[config.mk]
export PLATFORM = sky130hd
export DESIGN_NAME = nsp_top
export DESIGN_NICKNAME = d
export VERILOG_FILES = /design/src/common/nsp_pkg.sv /design/src/hdl/nsp_region_map.sv /design/src/hdl/nsp_access_check.sv /design/src/hdl/nsp_top.sv
export SDC_FILE = /design/constraint.sdc
export NUM_CORES = 1
export LEC_CHECK = 0
export ABC_AREA = 1
export BUFFER_PORTS_ARGS = -buffer_cell sky130_fd_sc_hd__buf_4
export CORE_MARGIN = 2
export CORE_UTILIZATION = 55
export DETAILED_ROUTE_END_ITERATION = 7
export PLACE_DENSITY = 0.94
export SLEW_MARGIN = 20
export SYNTH_ARGS = -nofsm -noshare
export SYNTH_HDL_FRONTEND = slang
export SYNTH_HIERARCHICAL = 1
export SYNTH_SLANG_ARGS = --single-unit
[constraint.sdc]
create_clock -name clk -period 10.6 [get_ports clk]
set_input_delay 1.06 -clock clk [delete_from_list [all_inputs] [get_ports clk]]
set_output_delay 1.06 -clock clk [all_outputs]
set_load 0.005 [all_outputs]
[src/common/nsp_pkg.sv]
// Package of constants, types and helpers for the flash section protection
package nsp_pkg;

  localparam int              FLASH_AW      = 17;
  localparam int              LIM_W         = 18;
  localparam logic [LIM_W-1:0] FLASH_BYTES  = 18'h20000;
  localparam logic [FLASH_AW-1:0] FLASH_FIRST = 17'h00000;
  localparam logic [3:0]      PAGE_SHIFT    = 4'h9;
  localparam logic [2:0]      MAX_ERASE_EXP = 3'h5;
  localparam logic [FLASH_AW-1:0] EE_SIZE   = 17'h00200;
  localparam logic [FLASH_AW-1:0] USER_SIZE = 17'h00020;
  localparam logic [FLASH_AW-1:0] SIG_SIZE  = 17'h00080;
  localparam logic [FLASH_AW-1:0] FUSE_SIZE = 17'h00010;
  localparam logic [7:0]      LOADER_FUSE_DEF  = 8'h00;
  localparam logic [7:0]      PROGRAM_FUSE_DEF = 8'h00;

  ////////////////////////////////////////////////////////////////////////////
  localparam logic [7:0] ADR_CTRL   = 8'h00;
  localparam logic [7:0] ADR_STATUS = 8'h04;
  localparam logic [7:0] ADR_FUSE   = 8'h08;
  localparam logic [7:0] ADR_LLIM   = 8'h0C;
  localparam logic [7:0] ADR_PLIM   = 8'h10;
  localparam int BIT_RGUARD = 0;
  localparam int BIT_PGUARD = 1;
  localparam int BIT_DGUARD = 2;
  localparam int BIT_VSEL   = 3;
  localparam int BIT_BUSY   = 0;
  localparam int BIT_DENY   = 1;
  localparam int BIT_READY  = 2;

  ////////////////////////////////////////////////////////////////////////////
  typedef enum logic [2:0] {
    OP_READ, OP_FETCH, OP_WRITE, OP_ERASE, OP_ERWR
  } nsp_op_type;
  typedef enum logic [2:0] {
    SP_FLASH, SP_EEPROM, SP_SIGROW, SP_USER, SP_FUSE
  } nsp_space_type;
  typedef enum logic [1:0] {RG_LOADER, RG_PROGRAM, RG_PARAM} nsp_region_type;
  typedef enum logic [1:0] {ST_INIT, ST_IDLE, ST_BUSY} nsp_state_type;

  ////////////////////////////////////////////////////////////////////////////
  function automatic logic [LIM_W-1:0] nsp_blk_bytes(input logic [7:0] f);
    return LIM_W'(f) << PAGE_SHIFT;
  endfunction

  function automatic nsp_region_type nsp_region_of(
      input logic [FLASH_AW-1:0] a,
      input logic [LIM_W-1:0]    ll,
      input logic [LIM_W-1:0]    pl);
    if ({1'b0, a} < ll) return RG_LOADER;
    if ({1'b0, a} < pl) return RG_PROGRAM;
    return RG_PARAM;
  endfunction

  // Clears the address bits below the erase block size
  function automatic logic [FLASH_AW-1:0] nsp_align(
      input logic [FLASH_AW-1:0] a,
      input logic [3:0]          lsb);
    logic [FLASH_AW-1:0] r;
    r = a;
    for (int i = 0; i < FLASH_AW; i++) begin
      if (i < int'(lsb)) r[i] = 1'b0;
    end
    return r;
  endfunction

endpackage

[src/hdl/nsp_region_map.sv]
// Flash region limits derived from the two size fuses
`timescale 1ns/1ps
`default_nettype none
module nsp_region_map
  import nsp_pkg::*;
(
  input  wire logic [7:0]       loader_size_fuse,
  input  wire logic [7:0]       program_size_fuse,
  output logic      [LIM_W-1:0] loader_limit,
  output logic      [LIM_W-1:0] program_limit
);
  logic [7:0] lf;
  logic [7:0] pf;

  always_comb begin
    lf = (nsp_blk_bytes(loader_size_fuse) > FLASH_BYTES) ?
         LOADER_FUSE_DEF : loader_size_fuse;
    pf = (nsp_blk_bytes(program_size_fuse) > FLASH_BYTES) ?
         PROGRAM_FUSE_DEF : program_size_fuse;
    loader_limit  = nsp_blk_bytes(lf);
    program_limit = nsp_blk_bytes(pf);
    if (lf == 8'h00) begin
      loader_limit  = FLASH_BYTES;
      program_limit = FLASH_BYTES;
    end else if (pf == 8'h00) begin
      program_limit = FLASH_BYTES;
    end else if (pf <= lf) begin
      program_limit = loader_limit;
    end
  end
endmodule
`default_nettype wire

[src/hdl/nsp_access_check.sv]
// Permission decision for one access to the nonvolatile spaces
`timescale 1ns/1ps
`default_nettype none
module nsp_access_check
  import nsp_pkg::*;
(
  input  wire logic                from_dbg,
  input  wire nsp_op_type          op,
  input  wire nsp_space_type       space,
  input  wire logic [FLASH_AW-1:0] addr,
  input  wire logic                word,
  input  wire logic [2:0]          erase_exp,
  input  wire nsp_region_type      exec_region,
  input  wire nsp_region_type      target_region,
  input  wire logic                read_guard,
  input  wire logic                program_guard,
  input  wire logic                param_guard,
  input  wire logic                dbg_locked,
  output logic                     allow
);
  logic self_ok;
  logic guard_ok;
  logic exp_ok;
  logic rd;

  always_comb begin
    rd = (op == OP_READ);
    exp_ok = (erase_exp <= MAX_ERASE_EXP);
    self_ok = from_dbg ||
      (exec_region == RG_LOADER && target_region != RG_LOADER) ||
      (exec_region == RG_PROGRAM && target_region == RG_PARAM);
    guard_ok = !(target_region == RG_PROGRAM && program_guard) &&
               !(target_region == RG_PARAM && param_guard);
    allow = 1'b0;
    unique case (space)
      SP_FLASH: begin
        if (rd || op == OP_FETCH) begin
          allow = from_dbg || !(read_guard && target_region == RG_LOADER &&
                  exec_region != RG_LOADER);
        end else if (op == OP_WRITE) begin
          allow = self_ok && guard_ok;
        end else if (op == OP_ERASE) begin
          allow = self_ok && guard_ok && exp_ok;
        end
      end
      SP_EEPROM: begin
        // Code in the parameter region may not program the EEPROM
        allow = (addr < EE_SIZE) && (rd || ((from_dbg ||
                exec_region != RG_PARAM) &&
                (((op == OP_WRITE || op == OP_ERWR) && !word) ||
                (op == OP_ERASE && exp_ok))));
      end
      SP_SIGROW: allow = rd && (addr < SIG_SIZE);
      SP_USER: begin
        allow = (addr < USER_SIZE) &&
                ((rd && !(from_dbg && dbg_locked)) ||
                (op == OP_WRITE && !word) || op == OP_ERASE);
      end
      SP_FUSE: begin
        allow = (addr < FUSE_SIZE) && !word &&
                (rd || (from_dbg && (op == OP_WRITE ||
                op == OP_ERASE || op == OP_ERWR)));
      end
      default: allow = 1'b0;
    endcase
  end
endmodule
`default_nettype wire

[src/hdl/nsp_top.sv]
// Nonvolatile memory section protection with Wishbone control registers
//
// Chosen here: the Wishbone register port and the register addresses.
`timescale 1ns/1ps
`default_nettype none
module nsp_top
  import nsp_pkg::*;
(
  input  wire logic                clk,
  input  wire logic                arst_n,
  input  wire logic                wb_cyc_i,
  input  wire logic                wb_stb_i,
  input  wire logic                wb_we_i,
  input  wire logic [7:0]          wb_adr_i,
  input  wire logic [3:0]          wb_sel_i,
  input  wire logic [31:0]         wb_dat_i,
  output logic      [31:0]         wb_dat_o,
  output logic                     wb_ack_o,
  input  wire logic                cpu_req,
  input  wire nsp_op_type          cpu_op,
  input  wire nsp_space_type       cpu_space,
  input  wire logic [FLASH_AW-1:0] cpu_addr,
  input  wire logic [15:0]         cpu_wdata,
  input  wire logic                cpu_word,
  input  wire logic [2:0]          cpu_erase_exp,
  input  wire logic [FLASH_AW-1:0] cpu_pc,
  output logic                     cpu_stall,
  output logic                     cpu_done,
  output logic                     cpu_denied,
  output logic      [15:0]         cpu_rdata,
  input  wire logic                dbg_req,
  input  wire nsp_op_type          dbg_op,
  input  wire nsp_space_type       dbg_space,
  input  wire logic [FLASH_AW-1:0] dbg_addr,
  input  wire logic [15:0]         dbg_wdata,
  input  wire logic                dbg_word,
  input  wire logic [2:0]          dbg_erase_exp,
  input  wire logic                dbg_locked,
  output logic                     dbg_done,
  output logic                     dbg_denied,
  output logic      [15:0]         dbg_rdata,
  output logic                     mem_req,
  output nsp_op_type               mem_op,
  output nsp_space_type            mem_space,
  output logic      [FLASH_AW-1:0] mem_addr,
  output logic      [15:0]         mem_wdata,
  output logic                     mem_word,
  output logic      [2:0]          mem_erase_exp,
  input  wire logic                mem_ack,
  input  wire logic [15:0]         mem_rdata,
  input  wire logic [7:0]          fuse_loader_val,
  input  wire logic [7:0]          fuse_program_val,
  output logic      [7:0]          cfg_loader_size,
  output logic      [7:0]          cfg_program_size,
  output logic      [LIM_W-1:0]    vec_base_addr
);

  typedef struct packed {
    nsp_state_type       st;
    logic                rguard;
    logic                pguard;
    logic                dguard;
    logic                vsel;
    logic                deny_flag;
    logic [7:0]          lfuse;
    logic [7:0]          pfuse;
    logic                src_dbg;
    nsp_region_type      ex_rg;
    logic                mem_req;
    nsp_op_type          mem_op;
    nsp_space_type       mem_space;
    logic [FLASH_AW-1:0] mem_addr;
    logic [15:0]         mem_wdata;
    logic                mem_word;
    logic [2:0]          mem_exp;
    logic                cpu_done;
    logic                cpu_deny;
    logic                dbg_done;
    logic                dbg_deny;
    logic [15:0]         rdata;
    logic                wb_ack;
    logic [31:0]         wb_dat;
  } nsp_regs_type;

  nsp_regs_type        s_reg;
  nsp_regs_type        s_next;
  logic [LIM_W-1:0]    ll;
  logic [LIM_W-1:0]    pl;
  nsp_region_type      ex_rg;
  nsp_region_type      tg_rg;
  logic                sel_dbg;
  logic                sel_cpu;
  logic                take;
  logic                allow;
  nsp_op_type          r_op;
  nsp_space_type       r_space;
  logic [FLASH_AW-1:0] r_addr;
  logic [15:0]         r_wdata;
  logic                r_word;
  logic [2:0]          r_exp;
  logic [FLASH_AW-1:0] r_mem_addr;
  logic                wb_wr;

  ////////////////////////////////////////////////////////////////////////////
  // Limits follow the copied fuses, not the live fuse array
  nsp_region_map u_map (
    .loader_size_fuse  (s_reg.lfuse),
    .program_size_fuse (s_reg.pfuse),
    .loader_limit      (ll),
    .program_limit     (pl)
  );

  // Debug port wins; a source just answered is skipped for one cycle
  always_comb begin
    sel_dbg = dbg_req && !(s_reg.dbg_done || s_reg.dbg_deny);
    sel_cpu = cpu_req && !(s_reg.cpu_done || s_reg.cpu_deny);
    take    = (s_reg.st == ST_IDLE) && (sel_dbg || sel_cpu);
    r_op    = sel_dbg ? dbg_op        : cpu_op;
    r_space = sel_dbg ? dbg_space     : cpu_space;
    r_addr  = sel_dbg ? dbg_addr      : cpu_addr;
    r_wdata = sel_dbg ? dbg_wdata     : cpu_wdata;
    r_word  = sel_dbg ? dbg_word      : cpu_word;
    r_exp   = sel_dbg ? dbg_erase_exp : cpu_erase_exp;
    ex_rg   = nsp_region_of(cpu_pc, ll, pl);
    tg_rg   = nsp_region_of(r_addr, ll, pl);
    r_mem_addr = r_addr;
    if (r_op == OP_ERASE) begin
      unique case (r_space)
        SP_FLASH:  r_mem_addr = nsp_align(r_addr,
                                PAGE_SHIFT + {1'b0, r_exp});
        SP_EEPROM: r_mem_addr = nsp_align(r_addr, {1'b0, r_exp});
        SP_USER:   r_mem_addr = '0;
        default:   r_mem_addr = r_addr;
      endcase
    end
  end

  nsp_access_check u_check (
    .from_dbg      (sel_dbg),
    .op            (r_op),
    .space         (r_space),
    .addr          (r_addr),
    .word          (r_word),
    .erase_exp     (r_exp),
    .exec_region   (ex_rg),
    .target_region (tg_rg),
    .read_guard    (s_reg.rguard),
    .program_guard (s_reg.pguard),
    .param_guard   (s_reg.dguard),
    .dbg_locked    (dbg_locked),
    .allow         (allow)
  );

  ////////////////////////////////////////////////////////////////////////////
  // Writes commit on the edge where the master sees ack
  assign wb_wr = wb_cyc_i && wb_stb_i && wb_we_i && s_reg.wb_ack &&
                 wb_sel_i[0];

  always_comb begin
    s_next = s_reg;
    s_next.cpu_done = 1'b0;
    s_next.cpu_deny = 1'b0;
    s_next.dbg_done = 1'b0;
    s_next.dbg_deny = 1'b0;
    s_next.wb_ack   = wb_cyc_i && wb_stb_i && !s_reg.wb_ack;
    if (s_next.wb_ack) begin
      s_next.wb_dat = '0;
      unique case (wb_adr_i)
        ADR_CTRL: begin
          s_next.wb_dat[BIT_RGUARD] = s_reg.rguard;
          s_next.wb_dat[BIT_PGUARD] = s_reg.pguard;
          s_next.wb_dat[BIT_DGUARD] = s_reg.dguard;
          s_next.wb_dat[BIT_VSEL]   = s_reg.vsel;
        end
        ADR_STATUS: begin
          s_next.wb_dat[BIT_BUSY]  = (s_reg.st == ST_BUSY);
          s_next.wb_dat[BIT_DENY]  = s_reg.deny_flag;
          s_next.wb_dat[BIT_READY] = (s_reg.st != ST_INIT);
        end
        ADR_FUSE: s_next.wb_dat[15:0] = {s_reg.pfuse, s_reg.lfuse};
        ADR_LLIM: s_next.wb_dat[LIM_W-1:0] = ll;
        ADR_PLIM: s_next.wb_dat[LIM_W-1:0] = pl;
        default:  s_next.wb_dat = '0;
      endcase
    end
    if (wb_wr && wb_adr_i == ADR_CTRL) begin
      // Guards only set; clearing waits for reset
      if (ex_rg == RG_LOADER) begin
        s_next.rguard = s_reg.rguard | wb_dat_i[BIT_RGUARD];
      end
      s_next.pguard = s_reg.pguard | wb_dat_i[BIT_PGUARD];
      s_next.dguard = s_reg.dguard | wb_dat_i[BIT_DGUARD];
      s_next.vsel   = wb_dat_i[BIT_VSEL];
    end
    if (wb_wr && wb_adr_i == ADR_STATUS && wb_dat_i[BIT_DENY]) begin
      s_next.deny_flag = 1'b0;
    end
    unique case (s_reg.st)
      ST_INIT: begin
        s_next.lfuse = fuse_loader_val;
        s_next.pfuse = fuse_program_val;
        s_next.st    = ST_IDLE;
      end
      ST_IDLE: begin
        if (take && allow) begin
          s_next.mem_req   = 1'b1;
          s_next.src_dbg   = sel_dbg;
          s_next.ex_rg     = ex_rg;
          s_next.mem_op    = r_op;
          s_next.mem_space = r_space;
          s_next.mem_addr  = r_mem_addr;
          s_next.mem_wdata = r_wdata;
          s_next.mem_word  = r_word;
          s_next.mem_exp   = r_exp;
          s_next.st        = ST_BUSY;
        end else if (take) begin
          // Denial set wins over a same-cycle software clear
          s_next.dbg_deny  = sel_dbg;
          s_next.cpu_deny  = !sel_dbg;
          s_next.deny_flag = 1'b1;
        end
      end
      ST_BUSY: begin
        if (mem_ack) begin
          s_next.mem_req  = 1'b0;
          s_next.rdata    = mem_rdata;
          s_next.dbg_done = s_reg.src_dbg;
          s_next.cpu_done = !s_reg.src_dbg;
          s_next.st       = ST_IDLE;
        end
      end
    endcase
  end

  always_ff @(posedge clk or negedge arst_n) begin
    if (!arst_n) begin
      s_reg <= '0;
    end else begin
      s_reg <= s_next;
    end
  end

  ////////////////////////////////////////////////////////////////////////////
  // CPU waits until answered, so a flash erase holds it throughout
  assign cpu_stall = cpu_req && !(s_reg.cpu_done || s_reg.cpu_deny);
  assign cpu_done         = s_reg.cpu_done;
  assign cpu_denied       = s_reg.cpu_deny;
  assign cpu_rdata        = s_reg.rdata;
  assign dbg_done         = s_reg.dbg_done;
  assign dbg_denied       = s_reg.dbg_deny;
  assign dbg_rdata        = s_reg.rdata;
  assign mem_req          = s_reg.mem_req;
  assign mem_op           = s_reg.mem_op;
  assign mem_space        = s_reg.mem_space;
  assign mem_addr         = s_reg.mem_addr;
  assign mem_wdata        = s_reg.mem_wdata;
  assign mem_word         = s_reg.mem_word;
  assign mem_erase_exp    = s_reg.mem_exp;
  assign wb_ack_o         = s_reg.wb_ack;
  assign wb_dat_o         = s_reg.wb_dat;
  assign cfg_loader_size  = s_reg.lfuse;
  assign cfg_program_size = s_reg.pfuse;
  assign vec_base_addr = s_reg.vsel ? {1'b0, FLASH_FIRST} : ll;

  ////////////////////////////////////////////////////////////////////////////
  nsp_region_type mem_rg;
  assign mem_rg = nsp_region_of(s_reg.mem_addr, ll, pl);
endmodule
`default_nettype wire

Yosys cells after proc, flatten, opt, wreduce, memory -nomap -nowiden --
Index checks and enable logic that the tools add are counted.
Storage, ports and cells: register bits 107, bits in latches 0, bits in writable memories 0, memory bits (read-only) 0, output and inout bits 148, memories kept 0
Operators by class: $add $sub $neg 1, multiply operators 0, div/mod/pow operators 0, $lt $le $gt $ge 34, equality and inequality tests 20, shift operators 0, muxes and demuxes 79, bitwise operators 3, reduce and logical (&&, ||, !) cells 76
Operator list (number):
- 17-bit by 18-bit < comparator with 1-bit output | 4
- 18-bit 2-to-1 mux | 4
- 17-bit 2-to-1 mux | 3
- 17-bit one-hot mux with 3 select lines | 1
- 1-bit 2-to-1 mux | 47
- 44-bit 2-to-1 mux | 1
- 17-bit by 18-bit > comparator with 1-bit output, second input constant | 2
- 12-bit one-hot mux with 3 select lines | 1
- 1-bit logical AND | 33
- 4-bit < comparator, first input constant | 7
- 8-bit zero test | 3
- 2-bit 2-to-1 mux | 10
- 17-bit by 10-bit < comparator with 1-bit output, second input constant | 1
- 17-bit by 5-bit < comparator with 1-bit output, second input constant | 1
- 17-bit by 6-bit < comparator with 1-bit output, second input constant | 1
- 17-bit by 8-bit < comparator with 1-bit output, second input constant | 1
- 8-bit by 4-bit equality test with 1-bit output, second input constant | 2
- 1-bit logical OR | 16
- 3-bit by 4-bit < comparator with 1-bit output, first input constant | 4
- 16-bit 2-to-1 mux | 1
- 8-bit 2-to-1 mux | 2
- 3-bit one-hot mux with 5 select lines | 1
- 3-bit by 2-bit equality test with 1-bit output, second input constant | 4
- 1-bit zero test | 10
- other kinds (28) | 53

Logic depth before layout (Yosys ltp) --
Gate-level depths: netlist of run 1.
word-level depth 24, gate-level depth with buffers 37, depth with buffers taken out 35

By module --
Netlist of run 1, hierarchy kept.
Modules (own cells, without submodules):
- nsp_top | instances 1, cells each 1039, area an instance 7965.1 µm², sequential area each 2677.6 µm²
- nsp_region_map | instances 1, cells each 112, area an instance 716.9 µm², sequential area each 0.0 µm²
- nsp_access_check | instances 1, cells each 78, area an instance 339.1 µm², sequential area each 0.0 µm²

Worst setup path after synthesis of run 1 --
Ideal clock, no wire load.
path kind input to register, start in dbg_req, end reg s_reg (netlist bit mem_erase_exp[0]), library setup time 132 ps, arrival 3950 ps, data required time 10468 ps, setup slack 6518 ps, cell stages on the path 29, path through nand2_4 -> buf_6 -> buf_6 -> buf_2 -> nand2_1 -> nand2_1 -> ha_1 -> inv_1 -> nor2_1 -> nand3_1 -> nor3_1 -> nand3_1 -> a21oi_1 -> nor2_1 -> nor2_1 -> inv_1 -> nand3_1 -> nand2_1 -> nor2_1 -> nand2_1 -> nand2_1 -> nand2_1 -> nand3_1 -> inv_1 -> nor2_4 -> inv_2 -> clkbuf_1 -> nand2_1 -> o21ai_0
Between the ends: word-level cells in the longest chain between the ends 19
RTL lines:
- start, declared | line nsp_top.sv:31 | input wire logic dbg_req,
- 1-bit logical AND * | line nsp_top.sv:115 | sel_dbg = dbg_req && !(s_reg.dbg_done || s_reg.dbg_deny);
- 17-bit 2-to-1 mux * | line nsp_top.sv:120 | r_addr = sel_dbg ? dbg_addr : cpu_addr;
- via r_addr[16] | line nsp_top.sv:97 | logic [FLASH_AW-1:0] r_addr;
- 17-bit by 18-bit < comparator with 1-bit output | line nsp_pkg.sv:51 | if ({1'b0, a} < pl) return RG_PROGRAM;
- 1-bit 2-to-1 mux (2 in a row) | line nsp_pkg.sv:51
- 2-bit 2-to-1 mux | line nsp_pkg.sv:52 | return RG_PARAM;
- 2-bit 2-to-1 mux * | line nsp_pkg.sv:51
- via tg_rg[0] | line nsp_top.sv:90 | nsp_region_type tg_rg;
- [... 5 more ...]
- 1-bit logical AND | line nsp_access_check.sv:43 | allow = self_ok && guard_ok && exp_ok;
- 1-bit 2-to-1 mux | line nsp_access_check.sv:42 | end else if (op == OP_ERASE) begin
- 1-bit 2-to-1 mux | line nsp_access_check.sv:40 | end else if (op == OP_WRITE) begin
- 1-bit 2-to-1 mux * | line nsp_access_check.sv:37 | if (rd || op == OP_FETCH) begin
- 1-bit one-hot mux with 5 select lines * | line nsp_access_check.sv:35 | unique case (space)
- via allow | line nsp_top.sv:94 | logic allow;
- 1-bit logical AND * | line nsp_top.sv:205 | if (take && allow) begin
- 2-bit AND reduction (no source line) *
- end signal, assigned | line nsp_top.sv:239 | s_reg <= s_next;
- end, declared | line nsp_top.sv:85 | nsp_regs_type s_reg;
Mark *: on every way through the listed nets, which the timed path passes. The rest lies on a longest branch. The select of a mux whose other input is x is not followed. A chain may end at the register's enable or synchronous reset.

Worst setup path in the final report of run 1 --
start in dbg_req, end reg s_reg (netlist bit mem_wdata[12])
The elaborated chain is that of the path after synthesis.

==> results.py, run 1 <==
metrics = {
    "outcome": {
        "outcome": "complete, no violations",
    },
    "drt": {
        "wirelength_um": 26000,
        "avgViaCountPerCell": 5.18,
        "postRouteAntennaNets": 0,
        "wl_per_cell_um": 16.2,
        "drtIter0Drc": 615,
        "drc": 0,
        "vias": 8292,
        "firstDrtPassIters": 5,
    },
    "synth": {
        "yosys-top-cells-count": "324 x nand2_1, 140 x buf_4, 138 x inv_1, 107 x dfrtp_1, 95 x nor2_1",
        "seq_area_frac_synth_pct": 29.7,
        "synth_top_flop_cell": "dfrtp_1",
        "syn_area_mm2": 0.00902,
        "yosysUniqueCellTypes": 47,
        "yosys_register_bits": 107,
        "yosys.area.top_type_share_pct": 29.7,
        "synth_top_area_cell": "dfrtp_1",
        "ys_warn_count": 6,
        "synth_edf_count": 0,
        "synth_cells": 1229,
        "async_flop_share_pct": 100,
        "synth_area_leaders": "dfrtp_1 30%, nand2_1 13%, buf_4 12%",
        "postSynthAreaPerCell_um2": 7.34,
        "synth.most_common_cell": "nand2_1",
    },
    "setup_path": {
        "cp_max_fo": 82,
        "critPathCaptureType": "flip-flop",
        "max_stage_delay_ps": 580,
        "critPathLaunchType": "primary input",
        "cp.buffers_inverters": 6,
        "required_ps": 10810,
        "cp_common_cell": "nand2_1",
        "crit_path_top_delay_cell": "buf_4",
        "arrival_ps": 5320,
        "worstSetupPathType": "primary input to flip-flop",
        "cp_top_family": "buffers and inverters",
    },
    "cells_and_area": {
        "syn_to_final_growth_pct": 17.6,
        "stdcell_area_mm2": 0.0106,
        "largest_reg_flops": 18,
        "drive_above_1_share_pct": 27.3,
        "finalNetCount": 1643,
        "nFillCells": 1343,
    },
    "grt": {
        "antenna_found_initial": 1,
        "grt_pass1_wl_um": 40900,
        "overflow": 0,
        "grtUsageTotal_pct": 29.4,
        "grt_max_degree": 83,
        "grt_pass1_vias": 8041,
    },
    "sta": {
        "max_slew_margin_pct": 38.4,
        "fin_worst_skew_ps": 12.4,
        "worstMarginPinSlew_ps": 917,
        "maxSlewViolCount": 0,
        "finalSetupViolCount": 0,
        "rsz0062_at_grt": "false",
        "hold_slack_ps": 449,
        "max_freq_mhz": 196,
        "final.setup.tns_ps": 0,
        "finalWorstSetupSlack_ps": 5490,
        "post-route-min-period_ps": 5110,
        "final.period_utilization_pct": 48.2,
        "hold_viol": 0,
    },
    "clock_tree": {
        "numClockSinks": 107,
        "numCtsBuffers": 9,
        "ctsHoldBuffers": 0,
        "clockBufferDepth": 2,
        "clock_latency_ps": 360,
        "post_cts_buffers": 0,
        "cts_tree": "yes",
        "h-tree-depth": 3,
        "root_buffer": "clkbuf_16",
        "clk_pin_slew_worst_paths_ps": 90,
        "ctsResizeCount": 0,
    },
    "power": {
        "pwr-share-seq_pct": 30.1,
        "combPwrFrac_pct": 53.4,
        "ir_drop_v": 0.000172,
        "power_density_mw_per_mm2": 198,
        "clkPwrFrac_pct": 16.5,
        "swShare_pct": 44.4,
        "switchingPower_mw": 0.934,
        "leakagePower_nw": 6.04,
        "p_int_mw": 1.17,
    },
    "place": {
        "portBuffers": 281,
        "hpwl_um": 20600,
        "dpl_cell_area_mm2": 0.0103,
        "place_congestion": 0.920,
        "preCtsSetupSlack_ps": 5120,
    },
    "die": {
        "die_x_um": 132,
        "io_pins": 336,
        "core_area_mm2": 0.0159,
        "fp.dieArea_mm2": 0.0174,
        "die_h_um": 132,
        "rows": 46,
        "start_util_pct": 56.6,
    },
    "job": {
        "maxCapViolations": 0,
    },
    "worst_hold_path": {
        "hp-class": "flip-flop to flip-flop",
    },
}
[layer usage]
layer	up-vias	share of wire [%]	GRT usage, %
met1	3817	40	35.7
li1	4067	-	-
met3	49	8.2	6.31
met2	359	49	50.5
met4	0	2.9	12.3
met5	-	0	0
[cells in the final DEF (no fill, tap or decap), drive strengths merged, types with 3 or more instances in the layout]
| cell | Yosys | routed |
|---|---|---|
| o221ai | 8 | 8 |
| mux2 | 16 | 16 |
| a21o | 4 | 4 |
| dfrtp | 107 | 107 |
| o211ai | 3 | 3 |
| buf | 157 | 286 |
| nor3 | 9 | 9 |
| mux2i | 16 | 16 |
| o22ai | 11 | 11 |
| o21a | 4 | 4 |
| clkbuf | 19 | 9 |
| or2 | 5 | 5 |
| o21ai | 66 | 66 |
| a21oi | 58 | 58 |
| inv | 148 | 152 |
| clkinv | 0 | 3 |
| nand4 | 12 | 12 |
| nor2 | 104 | 104 |
| nand2 | 339 | 339 |
| ha | 75 | 75 |
| conb | 2 | 32 |
| nand3 | 56 | 56 |
[stage by stage]
step | util, % | instances | power, mW
CTS | 66.5 | 1601 | 2.09
detailed placement | 64.7 | 1585 | 1.74
global route | 66.5 | 1602 | 2.28
finish | 66.5 | 1602 | 2.10
global placement | 64.7 | 1585 | 1.70
floorplan | - | 1259 | 1.46
[cell families (layout without fill, tap and decap cells)]
family | count (synthesis) | in the layout | share of synthesized area (%)
compound gates | 159 | 159 | 10.3
xor+xnor | 1 | 1 | 0.0971
fa+ha+maj | 75 | 75 | 10.4
buf+inv | 324 | 450 | 19.9
flops | 107 | 107 | 29.7
mux | 32 | 32 | 3.77
other cells | 2 | 33 | 0.0832
simple gates | 529 | 529 | 25.7
[final timing paths]
check | from | to | slack [ps] | cells past startpoint
min in group asynchronous | arst_n | wb_dat_o[6] | 720 | 1
hold / removal | s_reg[99] | cpu_done | 450 | 1
setup reg to reg | cfg_loader_size[7] | mem_wdata[12] | 5590 | 30
setup / recovery | dbg_req | mem_wdata[12] | 5490 | 25
hold reg to reg | s_reg[99] | cpu_done | 450 | 1
max in group asynchronous | arst_n | mem_addr[15] | 8640 | 2
[power by group through the flow]
stage / Sequential (mW) / Clock [mW] / Combinational, mW
after floorplan: 0.595 / 0 / 0.864
after global placement: 0.634 / 0 / 1.06
after detailed placement: 0.637 / 0 / 1.11
after CTS: 0.630 / 0.351 / 1.11
after global routing: 0.647 / 0.367 / 1.26
final: 0.633 / 0.347 / 1.12
[final cells by class]
class | count | area [um2] | area share (%)
well taps | 216 | 270 | 2.55
clock inverters | 7 | 67.6 | 0.637
clock buffers | 9 | 225 | 2.12
repair buffers | 286 | 2150 | 20.2
flip-flops and latches | 107 | 2680 | 25.2
diodes | 1 | 2.50 | 0.0236
multi-input cells | 828 | 4660 | 43.9
inverters | 148 | 556 | 5.24
Power figures use the tool's default switching activity.
==> run 2: changes to the inputs <==
--- a/config.mk
+++ b/config.mk
@@ -8,9 +8,9 @@
 export ABC_AREA = 1
 export BUFFER_PORTS_ARGS = -buffer_cell sky130_fd_sc_hd__buf_4
 export CORE_MARGIN = 2
-export CORE_UTILIZATION = 55
+export CORE_UTILIZATION = 46
 export DETAILED_ROUTE_END_ITERATION = 7
-export PLACE_DENSITY = 0.94
+export PLACE_DENSITY = 0.84
 export SLEW_MARGIN = 20
 export SYNTH_ARGS = -nofsm -noshare
 export SYNTH_HDL_FRONTEND = slang
==> constraint.sdc (replaced) <==
create_clock -name clk -period 4.6 [get_ports clk]
set_input_delay 0.46 -clock clk [delete_from_list [all_inputs] [get_ports clk]]
set_output_delay 0.46 -clock clk [all_outputs]
set_load 0.005 [all_outputs]
==> run 2 against run 1 <==
Net effect:
- clock power grew 140%
- combinational power grew to 2.6 times the previous value
- cell count up 4.9%
- count of clock-buffer cells in the layout unchanged
- clock skew increased by 2.2 ps
- via count is 1.4% higher
- sequential share of layout area shrank 0.78 points
- global-route usage fell by 4.3 points
- sequential cell count is the same
- critical path depth grew 7
- final area grew 3.2%
- largest power group unchanged
==> results.py, run 2 (synthesis results as in run 1) <==
metrics = {
    "drt": {
        "drc": 0,
        "vias": 8405,
        "avgViaCountPerCell": 5.00,
        "wirelength_um": 26900,
        "drtIter0Drc": 539,
        "firstDrtPassIters": 5,
        "postRouteAntennaNets": 0,
        "wl_per_cell_um": 16.0,
    },
    "setup_path": {
        "critPathLaunchType": "flip-flop",
        "worstSetupPathType": "flip-flop to flip-flop",
        "max_stage_delay_ps": 450,
        "crit_path_top_delay_cell": "dfrtp_2",
        "cp_top_family": "simple AND/OR/NAND/NOR gates",
        "critPathCaptureType": "flip-flop",
        "cp_common_cell": "nand2_1",
        "r2r-start": "cfg_program_size[1]",
        "arrival_ps": 4480,
        "required_ps": 4860,
        "cp_max_fo": 54,
        "cp-startpoint": "cfg_program_size[1]",
        "cp.buffers_inverters": 7,
    },
    "clock_tree": {
        "cts_tree": "yes",
        "clockBufferDepth": 2,
        "clock_latency_ps": 360,
        "ctsHoldBuffers": 0,
        "clk_pin_slew_worst_paths_ps": 80,
        "h-tree-depth": 3,
        "numClockSinks": 107,
        "numCtsBuffers": 9,
        "root_buffer": "clkbuf_16",
    },
    "cells_and_area": {
        "final_cell_mix": "324 x nand2_1, 313 x buf_4, 138 x inv_1, 106 x dfrtp_1, 94 x nor2_1",
        "finalNonFillerCells": 1680,
        "largest_reg_flops": 18,
        "finalNetCount": 1672,
        "final_util_pct": 56.6,
        "syn_to_final_growth_pct": 21.3,
        "mostFrequentLayoutCell": "nand2_1",
        "drive_above_1_share_pct": 29.1,
    },
    "worst_hold_path": {
        "hp-class": "primary input to asynchronous set/reset pin",
    },
    "die": {
        "die_x_um": 144,
        "die_h_um": 144,
        "io_pins": 336,
        "rows": 51,
        "start_util_pct": 46.7,
        "core_area_mm2": 0.0193,
        "fp.dieArea_mm2": 0.0207,
    },
    "grt": {
        "antenna_found_initial": 1,
        "use_met2_pct": 42.6,
        "top_usage_layer": "met2",
        "overflow": 0,
        "grt_pass1_vias": 7821,
        "use_met3_pct": 5.33,
        "grt_max_degree": 70,
        "met1_usage_pct": 30.0,
        "grtUsageTotal_pct": 25.1,
        "grt_pass1_wl_um": 40000,
    },
    "place": {
        "hpwl_um": 21600,
        "portBuffers": 281,
        "place_congestion": 0.955,
        "dp_cells": 1659,
    },
    "sta": {
        "max_freq_mhz": 237,
        "fin_worst_skew_ps": 14.7,
        "final.period_utilization_pct": 91.9,
        "post-route-min-period_ps": 4230,
        "hold_viol": 0,
        "max_slew_margin_pct": 38.9,
        "maxSlewViolCount": 0,
        "worstMarginPinSlew_ps": 910,
        "hold_slack_ps": 233,
        "final.setup.tns_ps": 0,
        "finalSetupViolCount": 0,
    },
    "outcome": {
        "outcome": "complete, no violations",
    },
    "power": {
        "power_density_mw_per_mm2": 461,
        "ir_drop_v": 0.000315,
        "leakagePower_nw": 6.21,
    },
    "job": {
        "maxCapViolations": 0,
    },
}
[run 2: worst register-to-register path, delay by kind of cell (launching register included)]
kind / cells / cell delay, ps
simple gates: 20 / 1880
fa+ha+maj: 2 / 660
buf+inv: 7 / 920
flops: 1 / 450
compound gates: 3 / 230
[run 2: layout make-up]
| cell class | instances | area [um2] |
|---|---|---|
| Fill cell | 1828 | 8390 |
| Multi-Input combinational cell | 828 | 4680 |
| Sequential cell | 107 | 2680 |
| Timing Repair Buffer | 315 | 2380 |
| Inverter | 148 | 556 |
| Tap cell | 265 | 332 |
| Clock buffer | 9 | 225 |
| Clock inverter | 7 | 91.3 |
| Antenna cell | 1 | 2.50 |
[run 2: what timing repair did]
action / 4_1_cts / 5_1_grt
setup endpoints to repair: 0 / 45
resized for setup: 0 / 7
buffers inserted: 0 / 4
[run 2: worst paths after layout]
check | endpoint | slack, ps | cells after the start
setup reg to reg | mem_addr[4] | 370 | 32
min in group clk | cfg_program_size[6] | 290 | 3
hold / removal | wb_dat_o[4] | 230 | 1
hold reg to reg | cpu_done | 460 | 1
setup / recovery | mem_addr[4] | 370 | 32
max in group asynchronous | mem_space[0] | 3310 | 2
[run 2: per-layer routing]
metal,wire length [um],part of all wire (%)
met1,10700,40
met2,12800,48
met3,2170,8.1
met4,1190,4.4
met5,0,0
[run 2: power breakdown]
group | internal (mW) | switching [mW] | total (mW) | leakage (nW)
clock | 0.437 | 0.394 | 0.832 | 0.157
sequential | 1.20 | 0.156 | 1.35 | 1.37
combinational | 1.25 | 1.61 | 2.86 | 4.68
total | 2.89 | 2.16 | 5.05 | 6.21
[run 2: stage by stage]
step | power, mW | area (um2) | worst slack, ps
global route | 5.47 | 10900 | -3.00
global placement | 4.03 | 10600 | 393
floorplan | 3.36 | 9130 | 821
CTS | 4.97 | 10900 | 303
finish | 5.05 | 10900 | 373
detailed placement | 4.12 | 10600 | 318
==> run 3: changes to the inputs <==
--- a/config.mk
+++ b/config.mk
@@ -5,12 +5,12 @@
 export SDC_FILE = /design/constraint.sdc
 export NUM_CORES = 1
 export LEC_CHECK = 0
-export ABC_AREA = 1
 export BUFFER_PORTS_ARGS = -buffer_cell sky130_fd_sc_hd__buf_4
 export CORE_MARGIN = 2
 export CORE_UTILIZATION = 46
 export DETAILED_ROUTE_END_ITERATION = 7
-export PLACE_DENSITY = 0.84
+export PLACE_DENSITY = 0.85
+export SETUP_SLACK_MARGIN = 0.4
 export SLEW_MARGIN = 20
 export SYNTH_ARGS = -nofsm -noshare
 export SYNTH_HDL_FRONTEND = slang
==> constraint.sdc (replaced) <==
create_clock -name clk -period 4.6 [get_ports clk]
set_input_delay 0.46 -clock clk [delete_from_list [all_inputs] [get_ports clk]]
set_output_delay 0.46 -clock clk [all_outputs]
set_load 0.01 [all_outputs]
==> run 3 against run 2 <==
Net effect:
- the flow now finishes with violations (setup timing)
- die area down 2.4%
- combinational power grew 45%
- critical path depth down 7
- clock skew is 3.1 ps lower
- synthesized cell count decreased by 15%
- via count increased by 1.5%
- largest cell class unchanged
- utilization up 4.9 points
- highest routed layer unchanged
- critical endpoint is now mem_wdata[12]
- clock power fell by 2%
==> results.py, run 3 <==
metrics = {
    "drt": {
        "vias": 8528,
        "postRouteAntennaNets": 0,
        "firstDrtPassIters": 6,
        "drtIter0Drc": 616,
        "avgViaCountPerCell": 5.66,
        "drc": 0,
        "met3RoutedLength_um": 2330,
        "m1WireLength_um": 11500,
        "dr_wl_met2_um": 14000,
        "wl_per_cell_um": 19.4,
        "maxUsedRoutingLayer": "met4",
        "wirelength_um": 29300,
    },
    "clock_tree": {
        "clockBufferDepth": 2,
        "cts_tree": "yes",
        "clk_pin_slew_worst_paths_ps": 80,
        "numClockSinks": 107,
        "numCtsBuffers": 9,
        "h-tree-depth": 3,
        "root_buffer": "clkbuf_16",
        "clock_latency_ps": 360,
    },
    "cells_and_area": {
        "antenna_cells": 0,
        "syn_to_final_growth_pct": 30.9,
        "mostFrequentLayoutCell": "buf_4",
        "finalNetCount": 1530,
        "final_cell_mix": "350 x buf_4, 171 x nand2_1, 107 x dfrtp_1, 68 x ha_1, 64 x nor2_1",
        "multi_input_area_mm2": 0.00504,
        "drive_above_1_share_pct": 38.7,
        "stdcell_area_mm2": 0.0115,
        "largest_reg_flops": 18,
        "final-seq-area_mm2": 0.00268,
        "nFillCells": 1525,
    },
    "synth": {
        "ys_warn_count": 6,
        "postSynthAreaPerCell_um2": 8.46,
        "syn_area_mm2": 0.00880,
        "synth_cells": 1040,
    },
    "grt": {
        "overflow": 0,
        "antenna_found_initial": 0,
        "grt_max_degree": 46,
        "grt_pass1_vias": 8314,
        "grt_pass1_wl_um": 43800,
        "grtUsageTotal_pct": 27.7,
    },
    "outcome": {
        "outcome": "finished, violations left",
        "violations": "setup timing",
    },
    "setup_path": {
        "cp-startpoint": "cfg_loader_size[1]",
        "rr_endpoint": "mem_wdata[12]",
        "worstSetupPathType": "flip-flop to flip-flop",
        "arrival_ps": 5310,
        "required_ps": 4840,
        "r2r-start": "cfg_loader_size[1]",
        "r2r_slack_ps": -460,
        "critPathCaptureType": "flip-flop",
        "max_stage_delay_ps": 430,
        "reg2regPathDepth": 25,
        "critPathLaunchType": "flip-flop",
        "crit_path_top_delay_cell": "o32ai_4",
        "cp_max_fo": 8,
        "crit_path_end": "mem_wdata[12]",
    },
    "die": {
        "die_x_um": 142,
        "start_util_pct": 47.0,
        "fp.dieArea_mm2": 0.0202,
        "io_pins": 336,
        "core_area_mm2": 0.0187,
        "die_h_um": 142,
        "rows": 50,
    },
    "sta": {
        "finalWorstSetupSlack_ps": -462,
        "rsz0062_at_grt": "true",
        "post-route-min-period_ps": 5060,
        "maxSlewViolCount": 0,
        "fin_worst_skew_ps": 11.5,
        "final.period_utilization_pct": 110,
        "max_slew_margin_pct": 34.2,
        "finalSetupViolCount": 50,
        "hold_viol": 0,
        "worstMarginPinSlew_ps": 984,
        "max_freq_mhz": 198,
    },
    "place": {
        "place_congestion": 0.919,
        "hpwl_um": 21900,
        "portBuffers": 281,
        "dpl_cell_area_mm2": 0.0106,
    },
    "job": {
        "maxCapViolations": 0,
    },
    "power": {
        "leakagePower_nw": 5.88,
        "ir_drop_v": 0.000404,
        "finalPower_mw": 6.39,
        "power_density_mw_per_mm2": 555,
    },
    "worst_hold_path": {
        "hp-class": "primary input to flip-flop",
    },
}
-- run 3: worst min path at each step --
stage	start	to	slack (ps)	depth (start not counted)
after detailed placement	arst_n	cpu_rdata[0]	340	1
after global routing	wb_dat_i[2]	s_reg[118]	300	2
after CTS	wb_dat_i[2]	s_reg[118]	290	2
after global placement	arst_n	cpu_rdata[0]	340	1
final	wb_dat_i[2]	s_reg[118]	300	2
after floorplan	arst_n	cfg_loader_size[0]	160	0
-- run 3: through the flow --
stage          TNS, ps  instances  utilization (%)  hold slack [ps]  worst slack, ps
4_1_cts          -6930       1496             60.3              288             -248
5_1_grt         -28490       1506             61.6              297             -663
2_1_floorplan        0       1070                -              164             3.87
6_report        -17460       1506             61.6              299             -462
3_3_place_gp     -9490       1462             56.4              341             -294
3_5_place_dp    -15790       1462             56.4              343             -437
-- run 3: metal layers --
layer | up-vias | global-route usage [%]
li1 | 3936 | -
met4 | 0 | 12.4
met2 | 456 | 46.9
met5 | - | 0
met1 | 4033 | 34.2
met3 | 103 | 5.45
-- run 3: where the power goes --
part	internal, mW	switching (mW)
logic	2.02	2.13
registers	1.22	0.197
clock network	0.395	0.420
-- run 3: repair_timing --
item                                   4_1_cts  5_1_grt
cloned                                       2        2
pin swaps                                   36       13
hold buffers                                 1        0
endpoints found under the hold margin       18        0
buffers inserted                            15        8
setup endpoints to repair                   50       50
gates resized for setup                     60       27
-- run 3: area by class of cell --
class | count | area share (%)
Multi-Input combinational cell | 716 | 43.8
Timing Repair Buffer | 369 | 25.5
Inverter | 64 | 2.15
Clock inverter | 7 | 0.793
Sequential cell | 107 | 23.3
Clock buffer | 9 | 1.96
Tap cell | 234 | 2.54
-- run 3: critical path: cells and delay by family (launching register included) --
| kind | cells | cell delay [ps] |
|---|---|---|
| buf+inv | 6 | 680 |
| simple gates | 4 | 650 |
| compound gates | 13 | 2610 |
| fa+ha+maj | 2 | 590 |
| flops | 1 | 400 |
